--- src/hdl/wiper_pkg.sv ---
package wiper_pkg;
  // System clock rate
  localparam int CLK_MHZ = 50;
  // Wiper response window after a load instruction
  localparam int LOAD_MIN_US = 5;
  localparam int LOAD_MAX_US = 20;
  // Least time rounded up; stays well below the longest time
  localparam int LOAD_CYC = LOAD_MIN_US * CLK_MHZ;
  localparam int LOAD_CNT_W = 9;
  // Self-timed nonvolatile write, typical and longest
  localparam int NV_WRITE_TYP_MS = 5;
  localparam int NV_WRITE_MAX_MS = 10;
  localparam int NV_WRITE_CYC = NV_WRITE_TYP_MS * 1000 * CLK_MHZ;
  localparam int NV_CNT_W = 24;
  // Power-up readiness limit
  localparam int POWERUP_MAX_MS = 2;
  // Geometry
  localparam int POT_COUNT = 4;
  localparam int SLOT_COUNT = 4;
  localparam int POS_W = 8;
  localparam int TAP_COUNT = 256;
  // Slot codes on the host port; codes 0..3 are saved slots
  localparam logic [2:0] SLOT_WIPER = 3'h4;
  localparam logic [1:0] DEFAULT_SLOT = 2'h0;
  // Position limits and reset values
  localparam logic [7:0] POS_MIN = 8'h00;
  localparam logic [7:0] POS_MAX = 8'hff;
  localparam logic [7:0] WIPER_RESET = 8'h00;
  localparam logic [7:0] SAVED_RESET = 8'h00;
  localparam logic [255:0] TAP_ONE = 256'h1;
  // Recall first, then run
  typedef enum logic [1:0] {
    PH_RECALL = 2'b01,
    PH_RUN = 2'b10
  } phase_e;
endpackage

--- src/hdl/wiper_ctrl.sv ---
`timescale 1ns/1ns
// Summary of operation
// - Saved positions recalled and interfaces ready within 2 ms after supply rises.
// - Load instruction updates the wiper between 5 us and 20 us later.
// - Nonvolatile write is self-timed from STOP or store edge, within 10 ms.
// - Tap switch selects in each potentiometer are strictly one-hot.
// - Each 8-bit wiper position decodes to one of 256 taps.
// - Zero selects the low-end tap, all ones the high-end tap.
// - Each wiper has its own volatile position register, host-writable.
// - Four saved registers per wiper, loadable into it, all readable and writable.
// - While selected, each SCL fall steps the chosen wiper up or down, saturating at either end.
// - The two select inputs pick potentiometer 0 to 3.
// - Deselect with SCL and write-protect high stores into the default slot.
// - At power-up each default saved slot is copied into its wiper.
module wiper_ctrl #(
  parameter int NV_WRITE_CYC = wiper_pkg::NV_WRITE_CYC
) (
  input wire logic clk_sys,
  input wire logic rst_n,
  input wire logic scl_in,
  input wire logic cs_n,
  input wire logic updown,
  input wire logic pot_select_lo,
  input wire logic pot_select_hi,
  input wire logic wp_n,
  input wire logic reg_wr,
  input wire logic reg_rd,
  input wire logic reg_load,
  input wire logic nv_commit,
  input wire logic [1:0] reg_pot,
  input wire logic [2:0] reg_slot,
  input wire logic [7:0] reg_wdata,
  output logic [7:0] reg_rdata,
  output logic ready,
  output logic nv_busy,
  output logic [31:0] wiper_position,
  output logic [1023:0] tap_sel
);

  // Pin synchronisers; first stage feeds only the second
  logic scl_s1, scl_s2, scl_d;
  logic cs_s1, cs_s2, cs_d;
  logic dir_s1, dir_s2;
  logic wp_s1, wp_s2;
  logic [1:0] sel_s1, sel_s2;

  always_ff @(posedge clk_sys or negedge rst_n) begin
    if (!rst_n) begin
      scl_s1 <= 1'b1;
      scl_s2 <= 1'b1;
      scl_d <= 1'b1;
      cs_s1 <= 1'b1;
      cs_s2 <= 1'b1;
      cs_d <= 1'b1;
      dir_s1 <= 1'b0;
      dir_s2 <= 1'b0;
      wp_s1 <= 1'b0;
      wp_s2 <= 1'b0;
      sel_s1 <= 2'h0;
      sel_s2 <= 2'h0;
    end else begin
      scl_s1 <= scl_in;
      scl_s2 <= scl_s1;
      scl_d <= scl_s2;
      cs_s1 <= cs_n;
      cs_s2 <= cs_s1;
      cs_d <= cs_s2;
      dir_s1 <= updown;
      dir_s2 <= dir_s1;
      wp_s1 <= wp_n;
      wp_s2 <= wp_s1;
      sel_s1 <= {pot_select_hi, pot_select_lo};
      sel_s2 <= sel_s1;
    end
  end

  // Edges seen on synchronised levels only
  logic scl_fall, cs_rise;
  assign scl_fall = scl_d & ~scl_s2;
  assign cs_rise = ~cs_d & cs_s2;

  // Core state
  wiper_pkg::phase_e phase, next_phase;
  logic [7:0] wiper [wiper_pkg::POT_COUNT];
  logic [7:0] next_wiper [wiper_pkg::POT_COUNT];
  logic [7:0] saved [wiper_pkg::POT_COUNT][wiper_pkg::SLOT_COUNT];
  logic [7:0] next_saved [wiper_pkg::POT_COUNT][wiper_pkg::SLOT_COUNT];
  logic load_pend, next_load_pend;
  logic [1:0] load_pot, next_load_pot, load_slot, next_load_slot;
  logic [wiper_pkg::LOAD_CNT_W-1:0] load_cnt, next_load_cnt;
  logic next_nv_busy;
  logic [wiper_pkg::NV_CNT_W-1:0] nv_cnt, next_nv_cnt;
  logic [1:0] nv_pot, next_nv_pot, nv_slot, next_nv_slot;
  logic [7:0] nv_data, next_nv_data;
  logic stage_valid, next_stage_valid;
  logic [1:0] stage_pot, next_stage_pot, stage_slot, next_stage_slot;
  logic [7:0] stage_data, next_stage_data;
  logic [7:0] next_rdata;

  // Next-state logic; later assignments win over earlier ones
  always_comb begin
    next_phase = phase;
    next_wiper = wiper;
    next_saved = saved;
    next_load_pend = load_pend;
    next_load_pot = load_pot;
    next_load_slot = load_slot;
    next_load_cnt = load_cnt;
    next_nv_busy = nv_busy;
    next_nv_cnt = nv_cnt;
    next_nv_pot = nv_pot;
    next_nv_slot = nv_slot;
    next_nv_data = nv_data;
    next_stage_valid = stage_valid;
    next_stage_pot = stage_pot;
    next_stage_slot = stage_slot;
    next_stage_data = stage_data;
    next_rdata = reg_rdata;
    unique case (phase)
      wiper_pkg::PH_RECALL: begin
        // One cycle of recall keeps readiness far inside the power-up limit
        for (int p = 0; p < wiper_pkg::POT_COUNT; p++) begin
          next_wiper[p] = saved[p][wiper_pkg::DEFAULT_SLOT];
        end
        next_phase = wiper_pkg::PH_RUN;
      end
      wiper_pkg::PH_RUN: begin
        // Delayed load lands at the least response time
        if (load_pend) begin
          if (load_cnt == wiper_pkg::LOAD_CNT_W'(wiper_pkg::LOAD_CYC - 1)) begin
            next_wiper[load_pot] = saved[load_pot][load_slot];
            next_load_pend = 1'b0;
          end else begin
            next_load_cnt = load_cnt + 1'b1;
          end
        end
        // Self-timed write commits at the end of its cycle
        if (nv_busy) begin
          if (nv_cnt == wiper_pkg::NV_CNT_W'(NV_WRITE_CYC - 1)) begin
            next_saved[nv_pot][nv_slot] = nv_data;
            next_nv_busy = 1'b0;
          end else begin
            next_nv_cnt = nv_cnt + 1'b1;
          end
        end
        // Up/down stepping with saturation
        if (!cs_s2 && scl_fall) begin
          if (dir_s2) begin
            if (wiper[sel_s2] != wiper_pkg::POS_MAX) begin
              next_wiper[sel_s2] = wiper[sel_s2] + 1'b1;
            end
          end else if (wiper[sel_s2] != wiper_pkg::POS_MIN) begin
            next_wiper[sel_s2] = wiper[sel_s2] - 1'b1;
          end
        end
        // Store on deselect only with SCL and write-protect high
        if (cs_rise && scl_s2 && wp_s2 && !nv_busy) begin
          next_nv_busy = 1'b1;
          next_nv_cnt = '0;
          next_nv_pot = sel_s2;
          next_nv_slot = wiper_pkg::DEFAULT_SLOT;
          next_nv_data = wiper[sel_s2];
        end
        // Host port, ignored while the up/down interface holds the device
        if (cs_s2) begin
          if (reg_wr) begin
            if (reg_slot == wiper_pkg::SLOT_WIPER) begin
              next_wiper[reg_pot] = reg_wdata;
            end else if (!nv_busy) begin
              // Saved writes wait for the closing STOP
              next_stage_valid = 1'b1;
              next_stage_pot = reg_pot;
              next_stage_slot = reg_slot[1:0];
              next_stage_data = reg_wdata;
            end
          end
          if (reg_load && reg_slot != wiper_pkg::SLOT_WIPER) begin
            next_load_pend = 1'b1;
            next_load_cnt = '0;
            next_load_pot = reg_pot;
            next_load_slot = reg_slot[1:0];
          end
          if (nv_commit && stage_valid && !nv_busy) begin
            next_stage_valid = 1'b0;
            next_nv_busy = 1'b1;
            next_nv_cnt = '0;
            next_nv_pot = stage_pot;
            next_nv_slot = stage_slot;
            next_nv_data = stage_data;
          end
          if (reg_rd) begin
            if (reg_slot == wiper_pkg::SLOT_WIPER) begin
              next_rdata = wiper[reg_pot];
            end else begin
              next_rdata = saved[reg_pot][reg_slot[1:0]];
            end
          end
        end
      end
    endcase
  end

  // Core registers; saved slots take a fixed value since no real NV cell exists here
  always_ff @(posedge clk_sys or negedge rst_n) begin
    if (!rst_n) begin
      phase <= wiper_pkg::PH_RECALL;
      for (int p = 0; p < wiper_pkg::POT_COUNT; p++) begin
        wiper[p] <= wiper_pkg::WIPER_RESET;
        for (int s = 0; s < wiper_pkg::SLOT_COUNT; s++) begin
          saved[p][s] <= wiper_pkg::SAVED_RESET;
        end
      end
      load_pend <= 1'b0;
      load_pot <= 2'h0;
      load_slot <= 2'h0;
      load_cnt <= '0;
      nv_busy <= 1'b0;
      nv_cnt <= '0;
      nv_pot <= 2'h0;
      nv_slot <= 2'h0;
      nv_data <= 8'h00;
      stage_valid <= 1'b0;
      stage_pot <= 2'h0;
      stage_slot <= 2'h0;
      stage_data <= 8'h00;
      reg_rdata <= 8'h00;
    end else begin
      phase <= next_phase;
      wiper <= next_wiper;
      saved <= next_saved;
      load_pend <= next_load_pend;
      load_pot <= next_load_pot;
      load_slot <= next_load_slot;
      load_cnt <= next_load_cnt;
      nv_busy <= next_nv_busy;
      nv_cnt <= next_nv_cnt;
      nv_pot <= next_nv_pot;
      nv_slot <= next_nv_slot;
      nv_data <= next_nv_data;
      stage_valid <= next_stage_valid;
      stage_pot <= next_stage_pot;
      stage_slot <= next_stage_slot;
      stage_data <= next_stage_data;
      reg_rdata <= next_rdata;
    end
  end

  assign ready = (phase == wiper_pkg::PH_RUN);

  // Per-pot tap decode, registered so the one-hot word never glitches
  generate
    for (genvar g = 0; g < wiper_pkg::POT_COUNT; g++) begin : g_pot
      logic [255:0] next_tap;
      assign next_tap = wiper_pkg::TAP_ONE << next_wiper[g];
      always_ff @(posedge clk_sys or negedge rst_n) begin
        if (!rst_n) begin
          tap_sel[g*wiper_pkg::TAP_COUNT +: wiper_pkg::TAP_COUNT] <= wiper_pkg::TAP_ONE;
          wiper_position[g*wiper_pkg::POS_W +: wiper_pkg::POS_W] <= wiper_pkg::WIPER_RESET;
        end else begin
          tap_sel[g*wiper_pkg::TAP_COUNT +: wiper_pkg::TAP_COUNT] <= next_tap;
          wiper_position[g*wiper_pkg::POS_W +: wiper_pkg::POS_W] <= next_wiper[g];
        end
      end
    end
  endgenerate

endmodule // wiper_ctrl

--- config.mk ---
export PLATFORM = sky130hd
export DESIGN_NAME = wiper_ctrl
export DESIGN_NICKNAME = d
export VERILOG_FILES = /design/src/hdl/wiper_pkg.sv /design/src/hdl/wiper_ctrl.sv
export SDC_FILE = /design/constraint.sdc
export NUM_CORES = 2
export LEC_CHECK = 0
export BUFFER_PORTS_ARGS = -buffer_cell sky130_fd_sc_hd__buf_2
export CORE_AREA = 3 3 421 423
export CTS_BUF_LIST = sky130_fd_sc_hd__clkbuf_8
export CTS_CLUSTER_SIZE = 12
export DETAILED_ROUTE_END_ITERATION = 10
export DIE_AREA = 0 0 424 426
export GPL_ROUTABILITY_DRIVEN = 0
export PLACE_DENSITY = 0.54
export SLEW_MARGIN = 10
export SYNTH_ARGS = -nofsm -noshare
export SYNTH_HDL_FRONTEND = slang
export SYNTH_SLANG_ARGS = --single-unit
--- constraint.sdc ---
create_clock -name clk_sys -period 6.4 [get_ports clk_sys]
set_clock_uncertainty 0.15 [all_clocks]
set_input_delay 1.28 -clock clk_sys [delete_from_list [all_inputs] [get_ports clk_sys]]
set_output_delay 1.28 -clock clk_sys [all_outputs]
set_load 0.05 [all_outputs]
After elaboration in Yosys (flattened, before gate mapping)
Index checks and enable logic that the tools add are counted.
- add/subtract/negate cells: 4
- multiply operators: 0
- div/mod/pow operators: 0
- magnitude comparators: 12
- equality and inequality tests: 9
- shift operators: 4
- mux-type cells: 77
- bitwise gates (word level): 13
- reduce and logical (&&, ||, !) cells: 21
- operators by type and width (cell ; count):
    left shift 1 x 8 -> 256 bit (first input constant) ; 4
    two-way mux 32 bit ; 16
    binary-select mux 32 bit (select 2 bit) ; 2
    bitwise mux 128 bit ; 1
    bitwise mux 32 bit ; 4
    two-way mux 8 bit ; 16
    two-way mux 24 bit ; 5
    binary-select mux 8 bit (select 2 bit) ; 4
    demux 32 bit (select 2 bit) ; 1
    demux 8 bit (select 2 bit) ; 4
    one-hot mux 32 bit (2 select lines) ; 1
    two-way mux 9 bit ; 4
    adder 24 x 1 -> 24 bit (second input constant) ; 1
    equality test 24 x 18 -> 1 bit (second input constant) ; 1
    greater-or-equal comparator 3 bit (second input constant) ; 7
    NOT 2 -> 3 bit ; 7
    < comparator 3 x 1 -> 1 bit (second input constant) ; 5
    two-way mux 1 bit ; 13
    logical AND 1 bit ; 12
    two-way mux 2 bit ; 6
    AND reduction 5 bit ; 2
    adder 9 x 1 -> 9 bit (second input constant) ; 1
    equality test 9 x 8 -> 1 bit (second input constant) ; 1
    AND reduction 3 bit ; 3
    13 further kinds ; 19
- register bits: 1272
- latch bits: 0
- bits in writable memories: 0
- bits in read-only memories: 0
- bits of input ports: 25
- logic and storage cells: 191
- memories kept: 0

Depth between registers and ports, before layout
- word-level depth: 22
- gate-level depth with buffers: 19

Worst setup path after synthesis
No wires, ideal clock.
- kind: register -> register
- start: register, netlist name wiper_position[24]
- end: register tap_sel[763]
- setup time: 78 ps
- arrival: 4273 ps
- setup slack: 1900 ps
- stages on the path, launching flop included: 17
- path buffers: 4
- clock period less this slack: 4500 ps
- cell sequence: dfrtp_1 -> mux4_2 -> buf_2 -> inv_1 -> ha_1 -> inv_1 -> or3_1 -> buf_1 -> or3_4 -> and3_1 -> clkbuf_1 -> mux2i_1 -> a21oi_1 -> inv_2 -> or3_1 -> clkbuf_1 -> nor2_1
- RTL lines (what ; line ; source):
    to (signal, indexed assignment) ; wiper_ctrl.sv:257 ; tap_sel[g*wiper_pkg::TAP_COUNT +: wiper_pkg::TAP_COUNT] <= wiper_pkg::TAP_ONE;
    to (signal, indexed assignment) ; wiper_ctrl.sv:260 ; tap_sel[g*wiper_pkg::TAP_COUNT +: wiper_pkg::TAP_COUNT] <= next_tap;
    to (decl) ; wiper_ctrl.sv:37 ; output logic [1023:0] tap_sel

Final worst setup path
- start: register sel_s2[0]
- end: register tap_sel[981]
- cells in the longest elaborated chain, start to end: 16
- ends and longest elaborated chain (what ; line ; source):
    from (decl) ; wiper_ctrl.sv:45 ; logic [1:0] sel_s1, sel_s2;
    from (signal assigned) ; wiper_ctrl.sv:73 ; sel_s2 <= sel_s1;
    NOT 2 -> 3 bit (implied by the code) * ; - ;
    binary-select mux 8 bit (select 2 bit) (tied with other cells) ; - ;
    two-way mux 8 bit (implied by the code) or logical AND 1 bit (tied branches) ; - ;
    two-way mux 8 bit, on equally long branches ; - ;
    subtractor 8 x 1 -> 8 bit (tied with other cells) ; wiper_ctrl.sv:153 ; next_wiper[sel_s2] = wiper[sel_s2] - 1'b1;
    bitwise mux 32 bit, on equally long branches ; wiper_ctrl.sv:153, wiper_ctrl.sv:150 ;
    two-way mux 32 bit, on equally long branches ; wiper_ctrl.sv:152, wiper_ctrl.sv:149 ;
    two-way mux 32 bit * ; wiper_ctrl.sv:148 ; if (dir_s2) begin
    two-way mux 32 bit * ; wiper_ctrl.sv:147 ; if (!cs_s2 && scl_fall) begin
    two-way mux 32 bit * ; wiper_ctrl.sv:119 ; unique case (phase)
    bitwise mux 32 bit ; wiper_ctrl.sv:168 ; next_wiper[reg_pot] = reg_wdata;
    two-way mux 32 bit ; wiper_ctrl.sv:167 ; if (reg_slot == wiper_pkg::SLOT_WIPER) begin
    two-way mux 32 bit ; wiper_ctrl.sv:166 ; if (reg_wr) begin
    two-way mux 32 bit * ; wiper_ctrl.sv:165 ; if (cs_s2) begin
    one-hot mux 32 bit (2 select lines) * ; wiper_ctrl.sv:119 ;
    left shift 1 x 8 -> 256 bit * ; wiper_ctrl.sv:254 ; assign next_tap = wiper_pkg::TAP_ONE << next_wiper[g];
    named net g_pot[3].next_tap[213] ; wiper_ctrl.sv:253 ; logic [255:0] next_tap;
The timed path passes the listed nets; every way through them passes the cells marked *. The select of a mux whose other input is x is not followed.
A chain may end at the register's enable or synchronous reset.

==> impl_metrics.tcl <==
set metrics [dict create \
    hold_ws_ns 0.121 \
    ys.flop_type "dfrtp_1" \
    rows 153 \
    die_h_microns 426 \
    die_width_microns 424 \
    post_cts_buffers 0 \
    period_share_pct 89.2 \
    drtIter0Drc 2916 \
    maxCapViolCount 0 \
    crit_fanout 18 \
    io_buffers 1090 \
    power_switching_share_pct 23.0 \
    cts-resized-gates 0 \
    syn-cell-area_sq_um 45900 \
    grt_antenna_before_repair 8 \
    period_needed_ns 5.71 \
    synth-async-reset-ratio_pct 100 \
    grt_overflow 0 \
    synth_edf_count 0 \
    cts_root_buffer "clkbuf_8" \
    instances_no_fill 7283 \
    yosysUniqueCellTypes 84 \
    grt_pass1_vias 35200 \
    antenna_left 0 \
    p_total_w 0.0156 \
    clock-sinks 1272 \
    core_area_sq_um 174000 \
    cts_max_level 4 \
    setup_tns_ns 0 \
    cts_made_buffers 209 \
    reg2reg_to "tap_sel[981]$_DFF_PN0_" \
    drt-vias-per-instance 4.72 \
    cts_buffer_depth 3 \
    place_hpwl_microns 137000 \
    drive_above_1_share_pct 37.4 \
    die_area_sq_um 181000 \
    intPower_w 0.0120 \
    cp-endpoint "tap_sel[981]$_DFF_PN0_" \
    num_io_pins 1091 \
    finalHoldViolCount 0 \
    cts_tree "yes" \
    rsz0062_at_grt "false" \
    critPathLaunch "sel_s2[0]$_DFF_PN0_" \
    cts.clk_slew.worst_paths_ns 0.07 \
    wirelength_microns 191000 \
    avgSynthCellArea_sq_um 12.7 \
    nets 4815 \
    synth_cells 3628 \
    power.density_nw_per_um2 266 \
    status "complete, no violations" \
    peakVddDrop_v 0.000227 \
    min-delay-path-class "in2async" \
    slew_headroom_pct 19.1 \
    start_util_pct 26.4 \
    grt_first_pass_wirelength_microns 267000 \
    worstSetupPathType "reg2reg" \
    seq_area_frac_synth_pct 69.4 \
    setup_viol 0 \
    synthesis.nets 3658 \
    drc 0 \
    pwr-share-seq_pct 51.7 \
    fmax_mhz 175 \
    timing.rr.start "sel_s2[0]$_DFF_PN0_" \
    ys_warn_count 0 \
    ys_seq_elements 1272 \
    p_leak_nw 30.5 \
    grt_max_degree 170 \
    p_comb_share_pct 1.6 \
    p_switching_w 0.00359 \
    dr_total_vias 34400 \
    drt_first_pass_iters 7 \
    startpoint_type "flip-flop" \
    insertion_delay_ns 0.95 \
    slew_violations 0 \
    worstSetupEndpointType "flip-flop" \
    dp.cells 6899 \
    worstPathRequired_ns 7.04 \
    r2r_cells 12 \
    post_drt_wl_per_cell_microns 26.2 \
    grt.total_usage_pct 20.5 \
    worst_pin_slew_ns 1.21 \
    rrSetupSlack_ns 0.69 \
    critPathArrivalTime_ns 6.34 \
    syn_to_final_growth_pct 27.8 \
    ctsHoldBuffers 0 \
    clock_power_share_pct 46.8 \
]
-- per-stage QoR --
stage | utilization (%) | setup WS [ns] | area [sq um]
6_report | 33.7 | 0.694 | 58700
5_1_grt | 33.7 | 0.325 | 58600
4_1_cts | 33.7 | 0.703 | 58600
3_5_place_dp | 31.2 | 0.742 | 54300
3_3_place_gp | 31.2 | 0.902 | 54300
2_1_floorplan | - | 1.90 | 45900
-- final cells by class --
type / instances / area (sq um)
fill: 17500 / 115000
tap: 2325 / 2910
inverter: 40 / 153
sequential: 1272 / 31800
multi-input combinational: 2053 / 13000
timing repair buffer: 1209 / 6450
clock buffer: 261 / 3590
clock inverter: 114 / 729
antenna: 9 / 22.5
-- critical path: stages (launching register included) --
cell and delay [ns]:
dfrtp_1 0.41, buf_4 0.29, mux4_2 0.68, inv_1 0.15
ha_1 0.28, inv_1 0.09, or3_1 0.47, nor3_1 0.43
or3_1 0.38, a221oi_1 0.15, a21oi_2 0.66, nand4_1 1.06
nor2_1 0.32
-- state kept, by name (all words and copies together), names as in the netlist, 2 cells and up --
| name | count |
|---|---|
| load_slot | 2 |
| stage_data | 8 |
| nv_cnt | 24 |
| load_cnt | 9 |
| nv_slot | 2 |
| sel_s2 | 2 |
| tap_sel | 1024 |
| saved | 128 |
| stage_pot | 2 |
| nv_pot | 2 |
| phase | 2 |
| wiper_position | 32 |
| sel_s1 | 2 |
| reg_rdata | 8 |
| load_pot | 2 |
| nv_data | 8 |
| stage_slot | 2 |
-- kinds of logic after synthesis --
kind of cell    count (synthesis)  synth area share (%)
compound gates                164                  2.41
xor+xnor                       35                 0.668
fa+ha+maj                       5                 0.136
buf+inv                       303                  2.69
flops                        1272                  69.4
mux                           296                  9.28
simple gates                 1553                  15.4
-- worst min path at each step --
stage,endpoint,cells after the start,startpoint
final,tap_sel[243]$_DFF_PN0_,1,rst_n
after global routing,tap_sel[130]$_DFF_PN0_,1,rst_n
after CTS,cs_s1$_DFF_PN1_,1,cs_n
after detailed placement,wp_s2$_DFF_PN0_,0,wp_s1$_DFF_PN0_
after global placement,wp_s2$_DFF_PN0_,0,wp_s1$_DFF_PN0_
after floorplan,dir_s2$_DFF_PN0_,0,dir_s1$_DFF_PN0_
-- synthesized netlist by cell type, types with 15 or more instances --
cell type,number,area [sq um]
dfrtp_1,1261,31600
nor2_1,814,3060
nor3_1,292,1460
clkbuf_1,193,724
mux2_2,168,1890
nand2_1,126,473
nand4_1,94,588
mux4_2,87,1960
nand3_1,65,325
mux2i_1,41,410
buf_2,39,195
o21ai_0,38,190
a21oi_1,29,145
buf_1,25,93.8
inv_1,25,93.8
or3_1,24,150
xor2_1,22,193
nor4_1,19,119
nor2_2,15,93.8
or4_1,15,113
-- routing by layer --
| layer | track usage, % | share of wire [%] | vias up |
|---|---|---|---|
| met1 | 24.7 | 38 | 17600 |
| met2 | 34.3 | 49 | 1680 |
| met5 | 0 | 0 | - |
| li1 | - | - | 14600 |
| met4 | 9.42 | 4.8 | 0 |
| met3 | 5.59 | 8.2 | 416 |
-- placed cells by master (no fill, tap or decap), drive strengths merged, types with 30 or more instances in the layout --
cell,count
mux4,87
clkinv,31
nor2,835
dfrtp,1261
inv,113
nand4,94
clkbuf,261
nand3,66
nor3,293
o21ai,43
nand2,126
buf,1209
mux2,168
a21oi,30
mux2i,41
-- power groups by stage --
stage	Clock [W]	Sequential (W)	Combinational [W]
6_report	0.00730	0.00806	0.000244
5_1_grt	0.00786	0.00805	0.000278
4_1_cts	0.00747	0.00806	0.000256
3_5_place_dp	0	0.00820	0.000256
3_3_place_gp	0	0.00820	0.000254
2_1_floorplan	0	0.00820	0.0000459
(Power assumes the default switching activity.)
